`src/rtl/supervisor_pkg.sv`:
```
// Constants and state encoding of the supply unit supervisor
package supervisor_pkg;
    localparam int CLK_FREQ_HZ = 25000000;
    localparam int CYCLES_PER_MS = CLK_FREQ_HZ / 1000;
    // Minimum fault reset pulse width in ms
    localparam int RESET_PULSE_MS = 100;
    // Line-present output settling delay in ms
    localparam int LINE_DELAY_MS = 20;
    // Self test, calibration and charging times in ms
    localparam int SELF_TEST_MS = 50;
    localparam int CALIBRATE_MS = 20;
    localparam int CHARGE_TIME_MS = 4000;
    // Default recovery lockout in ms
    localparam int LOCKOUT_MS = 5000;
    localparam int MS_WIDTH = 16;

    typedef enum logic [3:0] {
        ST_SUPPLY_MISSING = 4'h0,
        ST_FW_STARTUP = 4'h1,
        ST_SELF_TEST = 4'h2,
        ST_CALIBRATE = 4'h3,
        ST_LINE_WAIT = 4'h4,
        ST_OUTPUT_CHECK = 4'h5,
        ST_OPERATIONAL = 4'h6,
        ST_WARNING = 4'h7,
        ST_FAULT = 4'h8,
        ST_POWER_DOWN = 4'h9
    } state_t;
endpackage

```
`src/rtl/reset_pulse_qualifier.sv`:
```
// Measures fault reset input high time and emits one request per long pulse
`timescale 1ns/1ps
module reset_pulse_qualifier
    import supervisor_pkg::*;
#(
    parameter int MIN_MS = RESET_PULSE_MS
) (
    input wire logic sys_clk,
    input wire logic reset,
    input wire logic ms_tick,
    input wire logic level,
    output logic request
);
    initial begin
        if (MIN_MS < 1 || MIN_MS > 60000) begin
            $error("MIN_MS out of range");
        end
    end

    logic [MS_WIDTH-1:0] high_ms;
    logic fired;

    // Count whole ms while high; fire once per pulse, rearm on low
    // A tick may land just after the rise, so one extra tick proves the full MIN_MS
    always_ff @(posedge sys_clk) begin
        if (reset || !level) begin
            high_ms <= '0;
            fired <= 1'b0;
            request <= 1'b0;
        end else begin
            request <= 1'b0;
            if (ms_tick && high_ms != MS_WIDTH'(MIN_MS + 1)) begin
                high_ms <= high_ms + MS_WIDTH'(1);
            end
            if (high_ms == MS_WIDTH'(MIN_MS + 1) && !fired) begin
                request <= 1'b1;
                fired <= 1'b1;
            end
        end
    end

    a_short_pulse: assert property (@(posedge sys_clk) disable iff (reset)
        request |-> high_ms == MS_WIDTH'(MIN_MS + 1) && $past(level))
        else $error("reset request from short pulse");
    a_one_request: assert property (@(posedge sys_clk) disable iff (reset)
        request |=> !request)
        else $error("request longer than one cycle");
endmodule

```
`src/rtl/supply_unit_state_supervisor.sv`:
```
// Supervisory state machine of a DC-bus supply unit
`timescale 1ns/1ps
// Contract
// Fault reset input must stay high at least 100 ms to count.
// Bus-ready on only when ready to operate and fault free.
// After fault and contact release, bus-ready turns off.
// Line-present on when two or three phases exceed minimum.
// Line-present follows line condition after about 20 ms.
// Fault indicator on whenever a malfunction is detected; fault_detect is ignored outside the running states and the fault state.
// Any malfunction opens the contactor enable contact.
// Reset accepted only from dedicated input, never from bus.
// Contact held open while control supply is absent.
// Startup runs self test with discharge, then calibration, then line wait.
// Line wait closes contact until input voltage within limits.
// Output check needs bus voltage within limits inside charge time.
// Output check needs ripple below safety threshold.
// End of output check goes operational if all good, else fault.
// Operational has line-present and line-absent sub-conditions.
// Warning threshold exceeded enters warning, supply continues.
// Entering fault opens contact and starts lockout timer.
// After lockout, recheck cause and recover to line wait if cleared.
// Control undervoltage enters power-down and opens contact.
// Supply return after power-down goes to supply-missing, reports error.
// Qualified reset edge returns fault to line wait if allowed.
// Errors stay latched until next reset; error_latch and supply_missing_error clear on the next entry to line wait.
// Reset refused until lockout time has elapsed.
// Reset pulses outside fault state are ignored.
// Reset high time measured by timebase, one request per pulse.
module supply_unit_state_supervisor
    import supervisor_pkg::*;
#(
    parameter int LOCKOUT_TIME_MS = LOCKOUT_MS,
    parameter int CHARGE_MS = CHARGE_TIME_MS,
    parameter int TEST_MS = SELF_TEST_MS,
    parameter int CAL_MS = CALIBRATE_MS,
    parameter int LINE_MS = LINE_DELAY_MS,
    parameter int PULSE_MS = RESET_PULSE_MS,
    parameter int TICK_CYCLES = CYCLES_PER_MS
) (
    input wire logic sys_clk,
    input wire logic reset,
    input wire logic control_supply_ok,
    input wire logic fw_started,
    input wire logic [2:0] phase_present,
    input wire logic input_in_limits,
    input wire logic output_in_limits,
    input wire logic ripple_ok,
    input wire logic warning_detect,
    input wire logic fault_detect,
    input wire logic auto_recovery_enable,
    input wire logic fault_reset_pin,
    output logic contactor_enable_contact,
    output logic bus_ready_output,
    output logic line_present_output,
    output logic fault_indicator_output,
    output logic supply_missing_error,
    output logic line_sub_present,
    output state_t state
);
    initial begin
        if (TICK_CYCLES < 1 || LOCKOUT_TIME_MS < 1 || CHARGE_MS < 1 ||
            TEST_MS < 1 || CAL_MS < 1 || LINE_MS < 1 ||
            LOCKOUT_TIME_MS > 65535 || CHARGE_MS > 65535 || TEST_MS > 65535 ||
            CAL_MS > 65535 || LINE_MS > 65535 || TICK_CYCLES > 65536) begin
            $error("timing parameters out of range");
        end
    end

    // Two-flop synchronisers for every pin-level input except auto_recovery_enable
    logic [10:0] sync_a;
    logic [10:0] sync_b;
    always_ff @(posedge sys_clk) begin
        if (reset) begin
            sync_a <= '0;
            sync_b <= '0;
        end else begin
            sync_a <= {control_supply_ok, fw_started, phase_present, input_in_limits,
                output_in_limits, ripple_ok, warning_detect, fault_detect,
                fault_reset_pin};
            sync_b <= sync_a;
        end
    end
    logic supply_ok_s, fw_s, in_ok_s, out_ok_s, ripple_s, warn_s, fault_s, rst_pin_s;
    logic [2:0] phases_s;
    assign {supply_ok_s, fw_s, phases_s, in_ok_s, out_ok_s, ripple_s, warn_s, fault_s,
        rst_pin_s} = sync_b;

    // Millisecond timebase shared by all timers
    logic [15:0] tick_div;
    logic ms_tick;
    always_ff @(posedge sys_clk) begin
        if (reset || tick_div == 16'(TICK_CYCLES - 1)) begin
            tick_div <= '0;
        end else begin
            tick_div <= tick_div + 16'h0001;
        end
    end
    assign ms_tick = (tick_div == 16'(TICK_CYCLES - 1));

    function automatic logic two_of_three(input logic [2:0] p);
        return (p[0] & p[1]) | (p[0] & p[2]) | (p[1] & p[2]);
    endfunction

    logic reset_request;
    reset_pulse_qualifier #(
        .MIN_MS(PULSE_MS)
    ) u_qualifier (
        .sys_clk(sys_clk),
        .reset(reset),
        .ms_tick(ms_tick),
        .level(rst_pin_s),
        .request(reset_request)
    );

    // Line-present filter: the output moves on the LINE_MS-th ms tick for which the condition has differed from it
    logic line_raw;
    logic [MS_WIDTH-1:0] line_ms;
    assign line_raw = two_of_three(phases_s);
    always_ff @(posedge sys_clk) begin
        if (reset) begin
            line_ms <= '0;
            line_present_output <= 1'b0;
        end else if (line_raw == line_present_output) begin
            line_ms <= '0;
        end else if (ms_tick) begin
            if (line_ms == MS_WIDTH'(LINE_MS - 1)) begin
                line_present_output <= line_raw;
                line_ms <= '0;
            end else begin
                line_ms <= line_ms + MS_WIDTH'(1);
            end
        end
    end

    // State timer in ms, cleared on every state change
    state_t next_state;
    logic [MS_WIDTH-1:0] state_ms;
    always_ff @(posedge sys_clk) begin
        if (reset || next_state != state) begin
            state_ms <= '0;
        end else if (ms_tick && state_ms != '1) begin
            state_ms <= state_ms + MS_WIDTH'(1);
        end
    end

    // Latched error, kept until a granted recovery, a full supply cycle or reset
    logic error_latch;
    logic lockout_done;
    assign lockout_done = (state == ST_FAULT) &&
        (state_ms >= MS_WIDTH'(LOCKOUT_TIME_MS));
    logic recover;
    // Bus resets have no path here; only the qualified pin pulse counts
    assign recover = lockout_done && !fault_s &&
        (reset_request || auto_recovery_enable);

    // State transitions
    always_comb begin
        next_state = state;
        case (state)
            ST_SUPPLY_MISSING: begin
                if (supply_ok_s) begin
                    next_state = ST_FW_STARTUP;
                end
            end
            ST_FW_STARTUP: begin
                if (fw_s) begin
                    next_state = ST_SELF_TEST;
                end
            end
            ST_SELF_TEST: begin
                if (state_ms >= MS_WIDTH'(TEST_MS)) begin
                    next_state = ST_CALIBRATE;
                end
            end
            ST_CALIBRATE: begin
                if (state_ms >= MS_WIDTH'(CAL_MS)) begin
                    next_state = ST_LINE_WAIT;
                end
            end
            ST_LINE_WAIT: begin
                if (in_ok_s) begin
                    next_state = ST_OUTPUT_CHECK;
                end
            end
            ST_OUTPUT_CHECK: begin
                if (!ripple_s) begin
                    next_state = ST_FAULT;
                end else if (out_ok_s) begin
                    next_state = ST_OPERATIONAL;
                end else if (state_ms >= MS_WIDTH'(CHARGE_MS)) begin
                    next_state = ST_FAULT;
                end
            end
            ST_OPERATIONAL: begin
                if (warn_s) begin
                    next_state = ST_WARNING;
                end
            end
            ST_WARNING: begin
                if (!warn_s) begin
                    next_state = ST_OPERATIONAL;
                end
            end
            ST_FAULT: begin
                if (recover) begin
                    next_state = ST_LINE_WAIT;
                end
            end
            ST_POWER_DOWN: begin
                if (supply_ok_s) begin
                    next_state = ST_SUPPLY_MISSING;
                end
            end
            default: next_state = ST_SUPPLY_MISSING;
        endcase
        // Malfunctions preempt the running states; undervoltage preempts all but supply missing
        if (fault_s && (state == ST_OUTPUT_CHECK || state == ST_OPERATIONAL ||
            state == ST_WARNING || state == ST_LINE_WAIT)) begin
            next_state = ST_FAULT;
        end
        if (!supply_ok_s && state != ST_POWER_DOWN && state != ST_SUPPLY_MISSING) begin
            next_state = ST_POWER_DOWN;
        end
    end

    always_ff @(posedge sys_clk) begin
        if (reset) begin
            state <= ST_SUPPLY_MISSING;
        end else begin
            state <= next_state;
        end
    end

    // Error latch: set wins over the recovery clear
    always_ff @(posedge sys_clk) begin
        if (reset) begin
            error_latch <= 1'b0;
        end else if (next_state == ST_FAULT) begin
            error_latch <= 1'b1;
        end else if (next_state == ST_LINE_WAIT) begin
            // Recovery and a full control-supply cycle both come back through line wait
            error_latch <= 1'b0;
        end
    end

    // Supply missing error is reported after a power-down until the restart reaches line wait
    always_ff @(posedge sys_clk) begin
        if (reset) begin
            supply_missing_error <= 1'b0;
        end else if (state == ST_POWER_DOWN && next_state == ST_SUPPLY_MISSING) begin
            supply_missing_error <= 1'b1;
        end else if (next_state == ST_LINE_WAIT) begin
            supply_missing_error <= 1'b0;
        end
    end

    // Outputs registered; contact closes only in running states with supply present
    always_ff @(posedge sys_clk) begin
        if (reset) begin
            contactor_enable_contact <= 1'b0;
            bus_ready_output <= 1'b0;
            fault_indicator_output <= 1'b0;
            line_sub_present <= 1'b0;
        end else begin
            contactor_enable_contact <= supply_ok_s && (next_state == ST_LINE_WAIT ||
                next_state == ST_OUTPUT_CHECK || next_state == ST_OPERATIONAL ||
                next_state == ST_WARNING);
            // Drops one cycle after the contact opens on a fault
            bus_ready_output <= contactor_enable_contact && !error_latch &&
                (state == ST_OPERATIONAL || state == ST_WARNING);
            fault_indicator_output <= error_latch || next_state == ST_FAULT;
            line_sub_present <= (next_state == ST_OPERATIONAL) &&
                line_present_output;
        end
    end

    a_contact_fault: assert property (@(posedge sys_clk) disable iff (reset)
        state == ST_FAULT |-> !contactor_enable_contact)
        else $error("contact closed in fault state");
    a_contact_nosupply: assert property (@(posedge sys_clk) disable iff (reset)
        !supply_ok_s |=> !contactor_enable_contact)
        else $error("contact closed without supply");
    a_ready_fault: assert property (@(posedge sys_clk) disable iff (reset)
        fault_indicator_output && !contactor_enable_contact |=> !bus_ready_output)
        else $error("bus ready with fault and open contact");
    a_ready_state: assert property (@(posedge sys_clk) disable iff (reset)
        bus_ready_output |-> $past(state == ST_OPERATIONAL || state == ST_WARNING))
        else $error("bus ready outside operation");
    a_fault_flag: assert property (@(posedge sys_clk) disable iff (reset)
        state == ST_FAULT |-> fault_indicator_output)
        else $error("fault indicator off in fault state");
    a_lockout_hold: assert property (@(posedge sys_clk) disable iff (reset)
        state == ST_FAULT && state_ms < MS_WIDTH'(LOCKOUT_TIME_MS) && supply_ok_s
        |=> state == ST_FAULT)
        else $error("left fault before lockout");
    a_stray_pulse: assert property (@(posedge sys_clk) disable iff (reset)
        state == ST_OPERATIONAL && reset_request && !warn_s && !fault_s && supply_ok_s
        |=> state == ST_OPERATIONAL)
        else $error("reset pulse disturbed operation");
    a_line_follow: assert property (@(posedge sys_clk) disable iff (reset)
        line_present_output != $past(line_present_output) |->
        line_present_output == $past(line_raw))
        else $error("line output changed without condition");
    a_powerdown: assert property (@(posedge sys_clk) disable iff (reset)
        state == ST_OPERATIONAL && !supply_ok_s |=> state == ST_POWER_DOWN)
        else $error("no power down on undervoltage");

    c_reach_operational: cover property (@(posedge sys_clk) state == ST_OPERATIONAL);
    c_recover_pin: cover property (@(posedge sys_clk) state == ST_FAULT && reset_request
        ##1 state == ST_LINE_WAIT);
    c_warning: cover property (@(posedge sys_clk) state == ST_WARNING);
    c_power_cycle: cover property (@(posedge sys_clk) state == ST_POWER_DOWN
        ##1 state == ST_SUPPLY_MISSING);
endmodule

```
`config.mk`:
```
export PLATFORM = sky130hd
export DESIGN_NAME = supply_unit_state_supervisor
export DESIGN_NICKNAME = d
export VERILOG_FILES = /design/src/rtl/supervisor_pkg.sv /design/src/rtl/reset_pulse_qualifier.sv /design/src/rtl/supply_unit_state_supervisor.sv
export SDC_FILE = /design/constraint.sdc
export NUM_CORES = 1
export LEC_CHECK = 0
export BUFFER_PORTS_ARGS = -buffer_cell sky130_fd_sc_hd__buf_2
export CAP_MARGIN = 0
export CORE_MARGIN = 3
export CORE_UTILIZATION = 52
export DETAILED_ROUTE_END_ITERATION = 10
export PLACE_DENSITY = 0.8
export SETUP_SLACK_MARGIN = 0.5
export SYNTH_ARGS = -nofsm -noshare
export SYNTH_HDL_FRONTEND = slang
export SYNTH_SLANG_ARGS = --single-unit
```
`constraint.sdc`:
```
create_clock -name sys_clk -period 2 [get_ports sys_clk]
set_clock_uncertainty 0.15 [all_clocks]
set_input_delay 0.1 -clock sys_clk [delete_from_list [all_inputs] [get_ports sys_clk]]
set_output_delay 0.1 -clock sys_clk [all_outputs]
set_load 0.01 [all_outputs]
```
**Yosys cells after proc, flatten, opt, wreduce, memory -nomap -nowiden**

Index checks and enable logic that the tools add are counted.

- Flip-flop bits (word level): 99
- Output and inout bits: 10
- Word-level logic and storage cells: 110

- Add/sub/neg operators: 4
- $lt $le $gt $ge: 4
- Equality and inequality tests: 22
- Muxes and demuxes: 20
- Bitwise gates (word level): 6
- Reductions and logical operators: 38

Operators with widths:

| cell | number |
|---|---|
| adder 16 x 1 -> 16 bit, second input constant | 4 |
| two-way mux 4 bit | 14 |
| case mux 4 bit (10 select lines) | 1 |
| equality test 4 x 3 -> 1 bit, second input constant | 8 |
| equality test 16 x 15 -> 1 bit, second input constant | 1 |
| equality test 16 x 5 -> 1 bit, second input constant | 1 |
| equality test 16 x 7 -> 1 bit, second input constant | 1 |
| greater-or-equal comparator 16 x 12 -> 1 bit, second input constant | 1 |
| greater-or-equal comparator 16 x 13 -> 1 bit, second input constant | 1 |
| greater-or-equal comparator 16 x 5 -> 1 bit, second input constant | 1 |
| greater-or-equal comparator 16 x 6 -> 1 bit, second input constant | 1 |
| two-way mux 16 bit | 1 |
| != test 16 bit, second input constant | 1 |
| != test 16 x 7 -> 1 bit, second input constant | 1 |
| logical AND 1 bit | 14 |
| equality test 4 bit, second input constant | 3 |
| logical OR 1 bit | 12 |
| equality test 4 x 2 -> 1 bit, second input constant | 2 |
| logical NOT 4 bit | 2 |
| logical NOT 1 bit | 5 |
| equality test 4 x 1 -> 1 bit, second input constant | 1 |
| two-way mux 1 bit | 4 |
| != test 4 bit | 1 |
| != test 4 bit, second input constant | 1 |
| 8 further kinds | 12 |

**Depth between registers and ports, before layout**

Gate-level depths: netlist of the first run.

- Word-level depth: 13
- Mapped depth: 10
- Mapped depth without buffers: 8

**By module**

Synthesis of the first run repeated with hierarchy kept, for this count alone.

- Cell total of the unflattened synthesis: 514
- Area total of the unflattened synthesis: 4,558.1 sq um

Modules (own cells, without submodules):

| module | times used | cells each | area an instance (sq um) | sequential area each (sq um) |
|---|---|---|---|---|
| supply_unit_state_supervisor | 1 | 416 | 3,701.0 | 1,621.6 |
| reset_pulse_qualifier | 1 | 98 | 857.1 | 360.3 |

**Worst setup path before layout of the first run**

OpenSTA, ideal clock, no wires.

- Kind: register -> register
- Start: register tick_div[0]
- End: register line_ms[10]
- Arrival: 1.984 ns
- Required time: 1.786 ns
- Path slack: -0.198 ns
- Stages on the path, launching flop included: 11
- Buffers on the path: 3
- Period minus slack after synthesis: 2.198 ns
- Cell sequence: dfxtp_1 > ha_1 > and4_1 > and4_1 > buf_4 > nand2_1 > nor2_1 > or3_1 > clkbuf_1 > buf_2 > nor2_1

- Cells in the longest elaborated chain, start to end: 1

Ends and longest elaborated chain:

| item | line | source |
|---|---|---|
| start: declaration | supply_unit_state_supervisor.sv:89 | `logic [15:0] tick_div;` |
| start signal: assignment | supply_unit_state_supervisor.sv:95 | `tick_div <= tick_div + 16'h0001;` |
| equality test 16 x 15 -> 1 bit | supply_unit_state_supervisor.sv:98 | `assign ms_tick = (tick_div == 16'(TICK_CYCLES - 1));` |
| end signal: assignment | supply_unit_state_supervisor.sv:130 | `line_ms <= line_ms + MS_WIDTH'(1);` |
| end: declaration | supply_unit_state_supervisor.sv:117 | `logic [MS_WIDTH-1:0] line_ms;` |

Every way passes these cells.
A chain may end at the register's enable or synchronous reset.

**Worst setup path in the final report of the first run**

- Start: register state_ms[8]
- End: register state_ms[6]

- Cells in the longest elaborated chain, start to end: 10
- Elaborated cells on any way between the ends: 20
- Classes of those cells: order compare (4); eq/ne (2); mux (9); reduce/logical (5)

Ends and longest elaborated chain:

| item | line | source |
|---|---|---|
| start: declaration | supply_unit_state_supervisor.sv:137 | `logic [MS_WIDTH-1:0] state_ms;` |
| start signal: assignment | supply_unit_state_supervisor.sv:142 | `state_ms <= state_ms + MS_WIDTH'(1);` |
| greater-or-equal comparator 16 x 13 -> 1 bit | supply_unit_state_supervisor.sv:150 | `(state_ms >= MS_WIDTH'(LOCKOUT_TIME_MS));` |
| logical AND 1 bit | supply_unit_state_supervisor.sv:149 | `assign lockout_done = (state == ST_FAULT) &&` |
| logical AND 1 bit (2 in series) | supply_unit_state_supervisor.sv:153 | `assign recover = lockout_done && !fault_s &&` |
| two-way mux 4 bit | supply_unit_state_supervisor.sv:205 | `if (recover) begin` |
| case mux 4 bit (10 select lines) | supply_unit_state_supervisor.sv:159 | `case (state)` |
| two-way mux 4 bit | supply_unit_state_supervisor.sv:217 | `if (fault_s && (state == ST_OUTPUT_CHECK \|\| state == ST_OPERATIONAL \|\|` |
| two-way mux 4 bit | supply_unit_state_supervisor.sv:221 | `if (!supply_ok_s && state != ST_POWER_DOWN && state != ST_SUPPLY_MISSING) begin` |
| != test 4 bit | supply_unit_state_supervisor.sv:139 | `if (reset \|\| next_state != state) begin` |
| logical OR 1 bit | supply_unit_state_supervisor.sv:139 |  |

Several ways; a longest one is shown, not always the timed one.

==> results.cfg, run 1 <==
[worst_setup_path]
r2r-start = state_ms[8]$_SDFFE_PP0P_
endpoint_kind = register
ff2ff_setup_slack_ps = -350
critical_path_class = reg2reg
critical_path_required_ps = 2130
cp.arrival_ps = 2480
critPathLaunchType = register
worstPathMaxFanout = 16
crit_start = state_ms[8]$_SDFFE_PP0P_

[timing]
slew_headroom_pct = 53.29
finalSetupTns_ps = -10540
setup_viol_count_final = 55
rsz0062_at_grt = true
finalHoldViolCount = 0
slew_viol_final = 0
tightest_slew_ps = 699.0
setup_slack_ps = -350.4
clock.fmax_mhz = 425.5
fin_crit_sh_pct = 117.5
period_needed_ps = 2350

[clock_network]
cts_buffer_depth = 2
h-tree-depth = 3
clk_latency_ps = 380
cts_inserted_buffers = 9
cts_num_sinks = 99
clockRootBuffer = clkbuf_8
clk_pin_slew_worst_paths_ps = 100
tritoncts = built

[worst_hold_path]
hold_path.class = in2reg
hp-start = reset

[outcome]
status = finished, violations left
violations = setup timing

[finish]
drive_gt1_share_pct = 44.70
layout.nets = 657
antennaDiodeCount = 0
area_growth_syn_to_layout_pct = 46.46

[logic_synthesis]
netlist_instances = 516
syn_nets = 536
synth_most_common_cell = dfxtp_1
synth_area_leaders = dfxtp_1, xnor2_1, nor2_1
synth_top_area_share_pct = 43.16
syn_area_per_cell_um2 = 8.899
synth_cell_types = 60
ys.warnings.count = 0
async_flop_share_pct = 0
ys_seq_area_share_pct = 43.16
synth-edff-count = 0
netlist_area_um2 = 4592
synthTopCellsByCount = dfxtp_1, nor2_1, xnor2_1
ys_ff_latch = 99
yosysTopAreaCell = dfxtp_1
synth_flop_cell = dfxtp_1

[route]
vias = 4567
routed_wl_mm = 14.96
drt_iter0_markers = 374
drc_errors = 0
routedWlPerCell_um = 20.03
vias_per_cell = 6.114
ant_nets = 0
firstDrtPassIters = 5

[floorplanning]
core.rowCount = 33
core_area_um2 = 8382
die_h_um = 99.97
start_util_pct = 54.78
dieArea_um2 = 9994
ios = 24
die_w_um = 99.97

[power]
ir_drop_uv = 616.3
powerDensity_nw_per_um2 = 626.6
p_total_mw = 4.214
leakage_nw = 2.414

[global_routing]
overflow = 0
antenna_found_initial = 0
grt_use_total_pct = 25.30
first_global_vias = 4391
grt_max_degree = 30
grt_pass1_wl_mm = 20.51

[place]
hpwl_mm = 7.248
portBuffers = 23
gp_congestion = 0.8790

[flow_run]
drv_cap = 0
[metrics by stage]
step	util (%)	worst slack [ps]	instance area, um^2	hold WS (ps)	cells
2_1_floorplan	-	-117.4	4798	78.18	516
3_3_place_gp	65.26	-122.0	5470	161.6	696
3_5_place_dp	65.26	-211.8	5470	162.9	696
4_1_cts	74.35	-157.5	6232	107.6	737
5_1_grt	80.24	-419.2	6725	141.9	747
6_report	80.24	-350.4	6725	143.0	747
[critical path, stage by stage (launching register included)]
cell      delay [ps]
dfxtp_1          490
nand4_1          330
o21ai_2          310
a21oi_2          120
a211oi_4         320
o221ai_4         180
buf_12           190
nor3_2           180
[worst paths after layout]
check,endpoint,cells after the start
setup / recovery,state_ms[6]$_SDFFE_PP0P_,7
hold / removal,sync_b[4]$_SDFF_PP0_,3
setup reg to reg,state_ms[6]$_SDFFE_PP0P_,7
hold reg to reg,bus_ready_output$_SDFF_PP0_,1
[repair_timing]
| item | 4_1_cts | 5_1_grt |
|---|---|---|
| cloned | 2 | 0 |
| resized for setup | 86 | 96 |
| hold buffers | 11 | 0 |
| endpoints found under the setup margin | 75 | 76 |
| pin swaps | 41 | 21 |
| buffers inserted | 12 | 10 |
| hold endpoints to repair | 11 | 0 |
[registers in the layout, summed over array words and instances, names as in the netlist, 4 cells and up]
register,cells
state_ms,16
u_qualifier.high_ms,16
sync_b,11
tick_div,16
sync_a,11
line_ms,16
state,4
[kinds of logic after synthesis]
family / synth area share (%)
DFF: 43.16
adders and majority gates: 1.853
AOI/OAI and AO/OA: 8.502
and+or+nand+nor: 31.09
muxes: 0.6540
xor gates and xnor gates: 10.68
buffers and inverters: 4.060
[layer usage]
| layer | wire length (um) | vias to the layer above | global-route usage [%] |
|---|---|---|---|
| met5 | 0 | - | 0 |
| met4 | 681 | 0 | 11.09 |
| met3 | 913 | 79 | 5.420 |
| met2 | 7773 | 255 | 44.43 |
| met1 | 5592 | 2205 | 29.66 |
| li1 | - | 2028 | - |
[placed cells by master, fill, tap and decap left out, drive strengths merged, types with 5 or more instances in the layout]
cell type,count
dfxtp,99
xnor2,35
dlygate4sd3,11
nor2,66
nand3,18
xor2,21
buf,122
nor3,32
and4,5
inv,24
nor4,16
nand2b,6
and3,12
clkbuf,10
a21oi,17
o21ai,10
nor2b,25
or3,10
nand2,30
ha,6
nand4,20
[area by class of cell]
cell class / instances / area [um^2]
fillers: 421 / 1657
inverters: 20 / 75.07
clock inverters: 6 / 76.32
repair buffers: 133 / 1104
flip-flops and latches: 99 / 2016
multi-input cells: 374 / 3196
clock buffers: 10 / 127.6
well taps: 105 / 131.4
[power breakdown]
| part | internal (mW) | switching, mW | total [mW] |
|---|---|---|---|
| clock | 0.605 | 0.769 | 1.37 |
| sequential | 2.02 | 0.0325 | 2.05 |
| combinational | 0.353 | 0.434 | 0.787 |
| total | 2.98 | 1.24 | 4.21 |
Note: power is estimated with default switching activity, not from simulation.
==> inputs of run 2 (changes only) <==
PLACE_DENSITY = 0.77   (was 0.8)
clock period = 2.35 ns   (was 2 ns; I/O delays follow)
==> run 2 against run 1 <==
  * Hold slack better by 150 ps
  * Clock power down 22%
  * The run still ends with setup timing left
  * Via count decreased by 5.0%
  * Global-route usage down 1.1 points
  * Critical path depth unchanged
  * Sequential power shrank 15%
  * Combinational power fell by 14%
==> results.cfg, run 2 (synthesis results as in run 1) <==
[global_routing]
grt_max_degree = 25
overflow = 0
grt_use_total_pct = 24.23
grt_pass1_wl_mm = 19.67
first_global_vias = 4170
antenna_found_initial = 0

[outcome]
violations = setup timing
status = finished, violations left

[worst_setup_path]
worstPathMaxFanout = 8
crit_slowest_cell = o22ai_4
critical_path_class = reg2reg
crit_buf_inv = 1
crit_chain = buf_4, nand4_1, o2111ai_1, a32oi_2, and2_1, o22ai_4, nor3_2
cp.arrival_ps = 2540
critPathLaunchType = register
crit_family = compound AO/OA/AOI/OAI gates
endpoint_kind = register
ff2ff_setup_slack_ps = -90
r2r-start = state_ms[9]$_SDFFE_PP0P_
r2r_end = state_ms[12]$_SDFFE_PP0P_
reg2reg_depth = 7
cpPeakStageDelay_ps = 460
critical_path_required_ps = 2450

[clock_network]
clk_pin_slew_worst_paths_ps = 100
h-tree-depth = 3
cts_num_sinks = 99
cts_buffer_depth = 2
cts_inserted_buffers = 9
clockRootBuffer = clkbuf_8
clk_latency_ps = 390
tritoncts = built

[floorplanning]
ios = 24
dieArea_um2 = 9994
die_h_um = 99.97
die_w_um = 99.97
start_util_pct = 54.78
core.rowCount = 33
core_area_um2 = 8382

[place]
placed_cells = 646
gp_congestion = 0.9212
hpwl_mm = 6.701
portBuffers = 23

[route]
routed_wl_mm = 13.28
routedWlPerCell_um = 18.31
firstDrtPassIters = 5
ant_nets = 0
vias = 4339
drc_errors = 0
vias_per_cell = 5.985
drt_iter0_markers = 237

[timing]
tightest_slew_ps = 504.7
clock.fmax_mhz = 410.4
finalHoldViolCount = 0
slew_viol_final = 0
period_needed_ps = 2437
hold_slack_ps = 297.3
slew_headroom_pct = 66.35
fin_crit_sh_pct = 103.7
rsz0062_at_grt = true
setup_viol_count_final = 13
setup_slack_ps = -86.56

[worst_hold_path]
hold_path_depth = 1
min_to = sync_b[7]$_SDFF_PP0_
hold_path.class = reg2reg
hp-start = sync_a[7]$_SDFF_PP0_

[finish]
final_cells = 725
area_growth_syn_to_layout_pct = 37.11
antennaDiodeCount = 0
drive_gt1_share_pct = 37.58
mostFrequentLayoutCell = dfxtp_1
layout_common_cells = dfxtp_1, nor2_1, buf_4
layout.nets = 635

[power]
powerDensity_nw_per_um2 = 553.8
leakage_nw = 2.306
ir_drop_uv = 484.3

[flow_run]
drv_cap = 0
run 2: cell types whose count changed in the layout (fill, tap and decap cells not counted), moves of 4 or more:
cell / change
buf_4: -25
nor2_4: -24
nor2_1: +22
dfxtp_4: +8
dfxtp_2: -7
buf_12: -4
nand3_1: +4
xnor2_1: +4
xnor2_2: -4
xor2_1: +4
run 2: layer usage:
metal | GRT usage, % | share of wire [%] | vias up
met5 | 0 | 0 | -
met4 | 9.119 | 3.9 | 0
met3 | 5.698 | 6.0 | 60
met2 | 41.87 | 51 | 199
met1 | 29.30 | 39 | 2090
li1 | - | - | 1990
run 2: repair_timing:
item                                   CTS  global route
setup buffers                           35            11
hold buffers                            13             0
gates cloned                             4             0
pin swaps                               45            22
endpoints found under the hold margin   15             0
setup endpoints to repair               57            74
gates resized for setup                 75            62
run 2: cell type report:
type                            instances  area [um^2]
Timing Repair Buffer                  108        885.9
Fill cell                             522         2086
Multi-Input combinational cell        377         2983
Inverter                               20        75.07
Tap cell                              105        131.4
Sequential cell                        99         2037
Clock inverter                          6        56.30
Clock buffer                           10        127.6
run 2: power by group:
part           total [mW]  switching [mW]  internal, mW  leakage, nW
sequential           1.75          0.0320          1.71        0.817
combinational       0.675           0.397         0.278         1.40
clock                1.07           0.658         0.408       0.0909
run 2: worst max path at each step:
stage | start | slack (ps) | endpoint | cells after the start
after detailed placement | state_ms[15]$_SDFFE_PP0P_ | -130 | state_ms[13]$_SDFFE_PP0P_ | 6
after global placement | state_ms[8]$_SDFFE_PP0P_ | -30 | state_ms[15]$_SDFFE_PP0P_ | 6
after floorplan | state_ms[15]$_SDFFE_PP0P_ | 230 | state_ms[10]$_SDFFE_PP0P_ | 7
after global routing | state_ms[9]$_SDFFE_PP0P_ | -90 | state_ms[12]$_SDFFE_PP0P_ | 7
after CTS | state_ms[15]$_SDFFE_PP0P_ | 130 | state_ms[13]$_SDFFE_PP0P_ | 8
final | state_ms[9]$_SDFFE_PP0P_ | -90 | state_ms[12]$_SDFFE_PP0P_ | 7
run 2: stage by stage:
step / setup TNS [ps] / setup WS (ps) / total power, mW / instance area, um^2 / util [%]
finish: -638.1 / -86.56 / 3.487 / 6296 / 75.12
global route: -800.2 / -85.70 / 3.591 / 6296 / 75.12
CTS: 0 / 125.3 / 3.423 / 5974 / 71.28
detailed placement: -1392 / -129.3 / 2.235 / 5040 / 60.13
global placement: -163.8 / -28.98 / 2.228 / 5040 / 60.13
floorplan: 0 / 232.5 / 2.121 / 4748 / -
run 2: worst register-to-register path: stages, from the launching register on:
cell	delay, ps
dfxtp_4	360
buf_4	120
nand4_1	200
o2111ai_1	390
a32oi_2	230
and2_1	300
o22ai_4	460
nor3_2	100
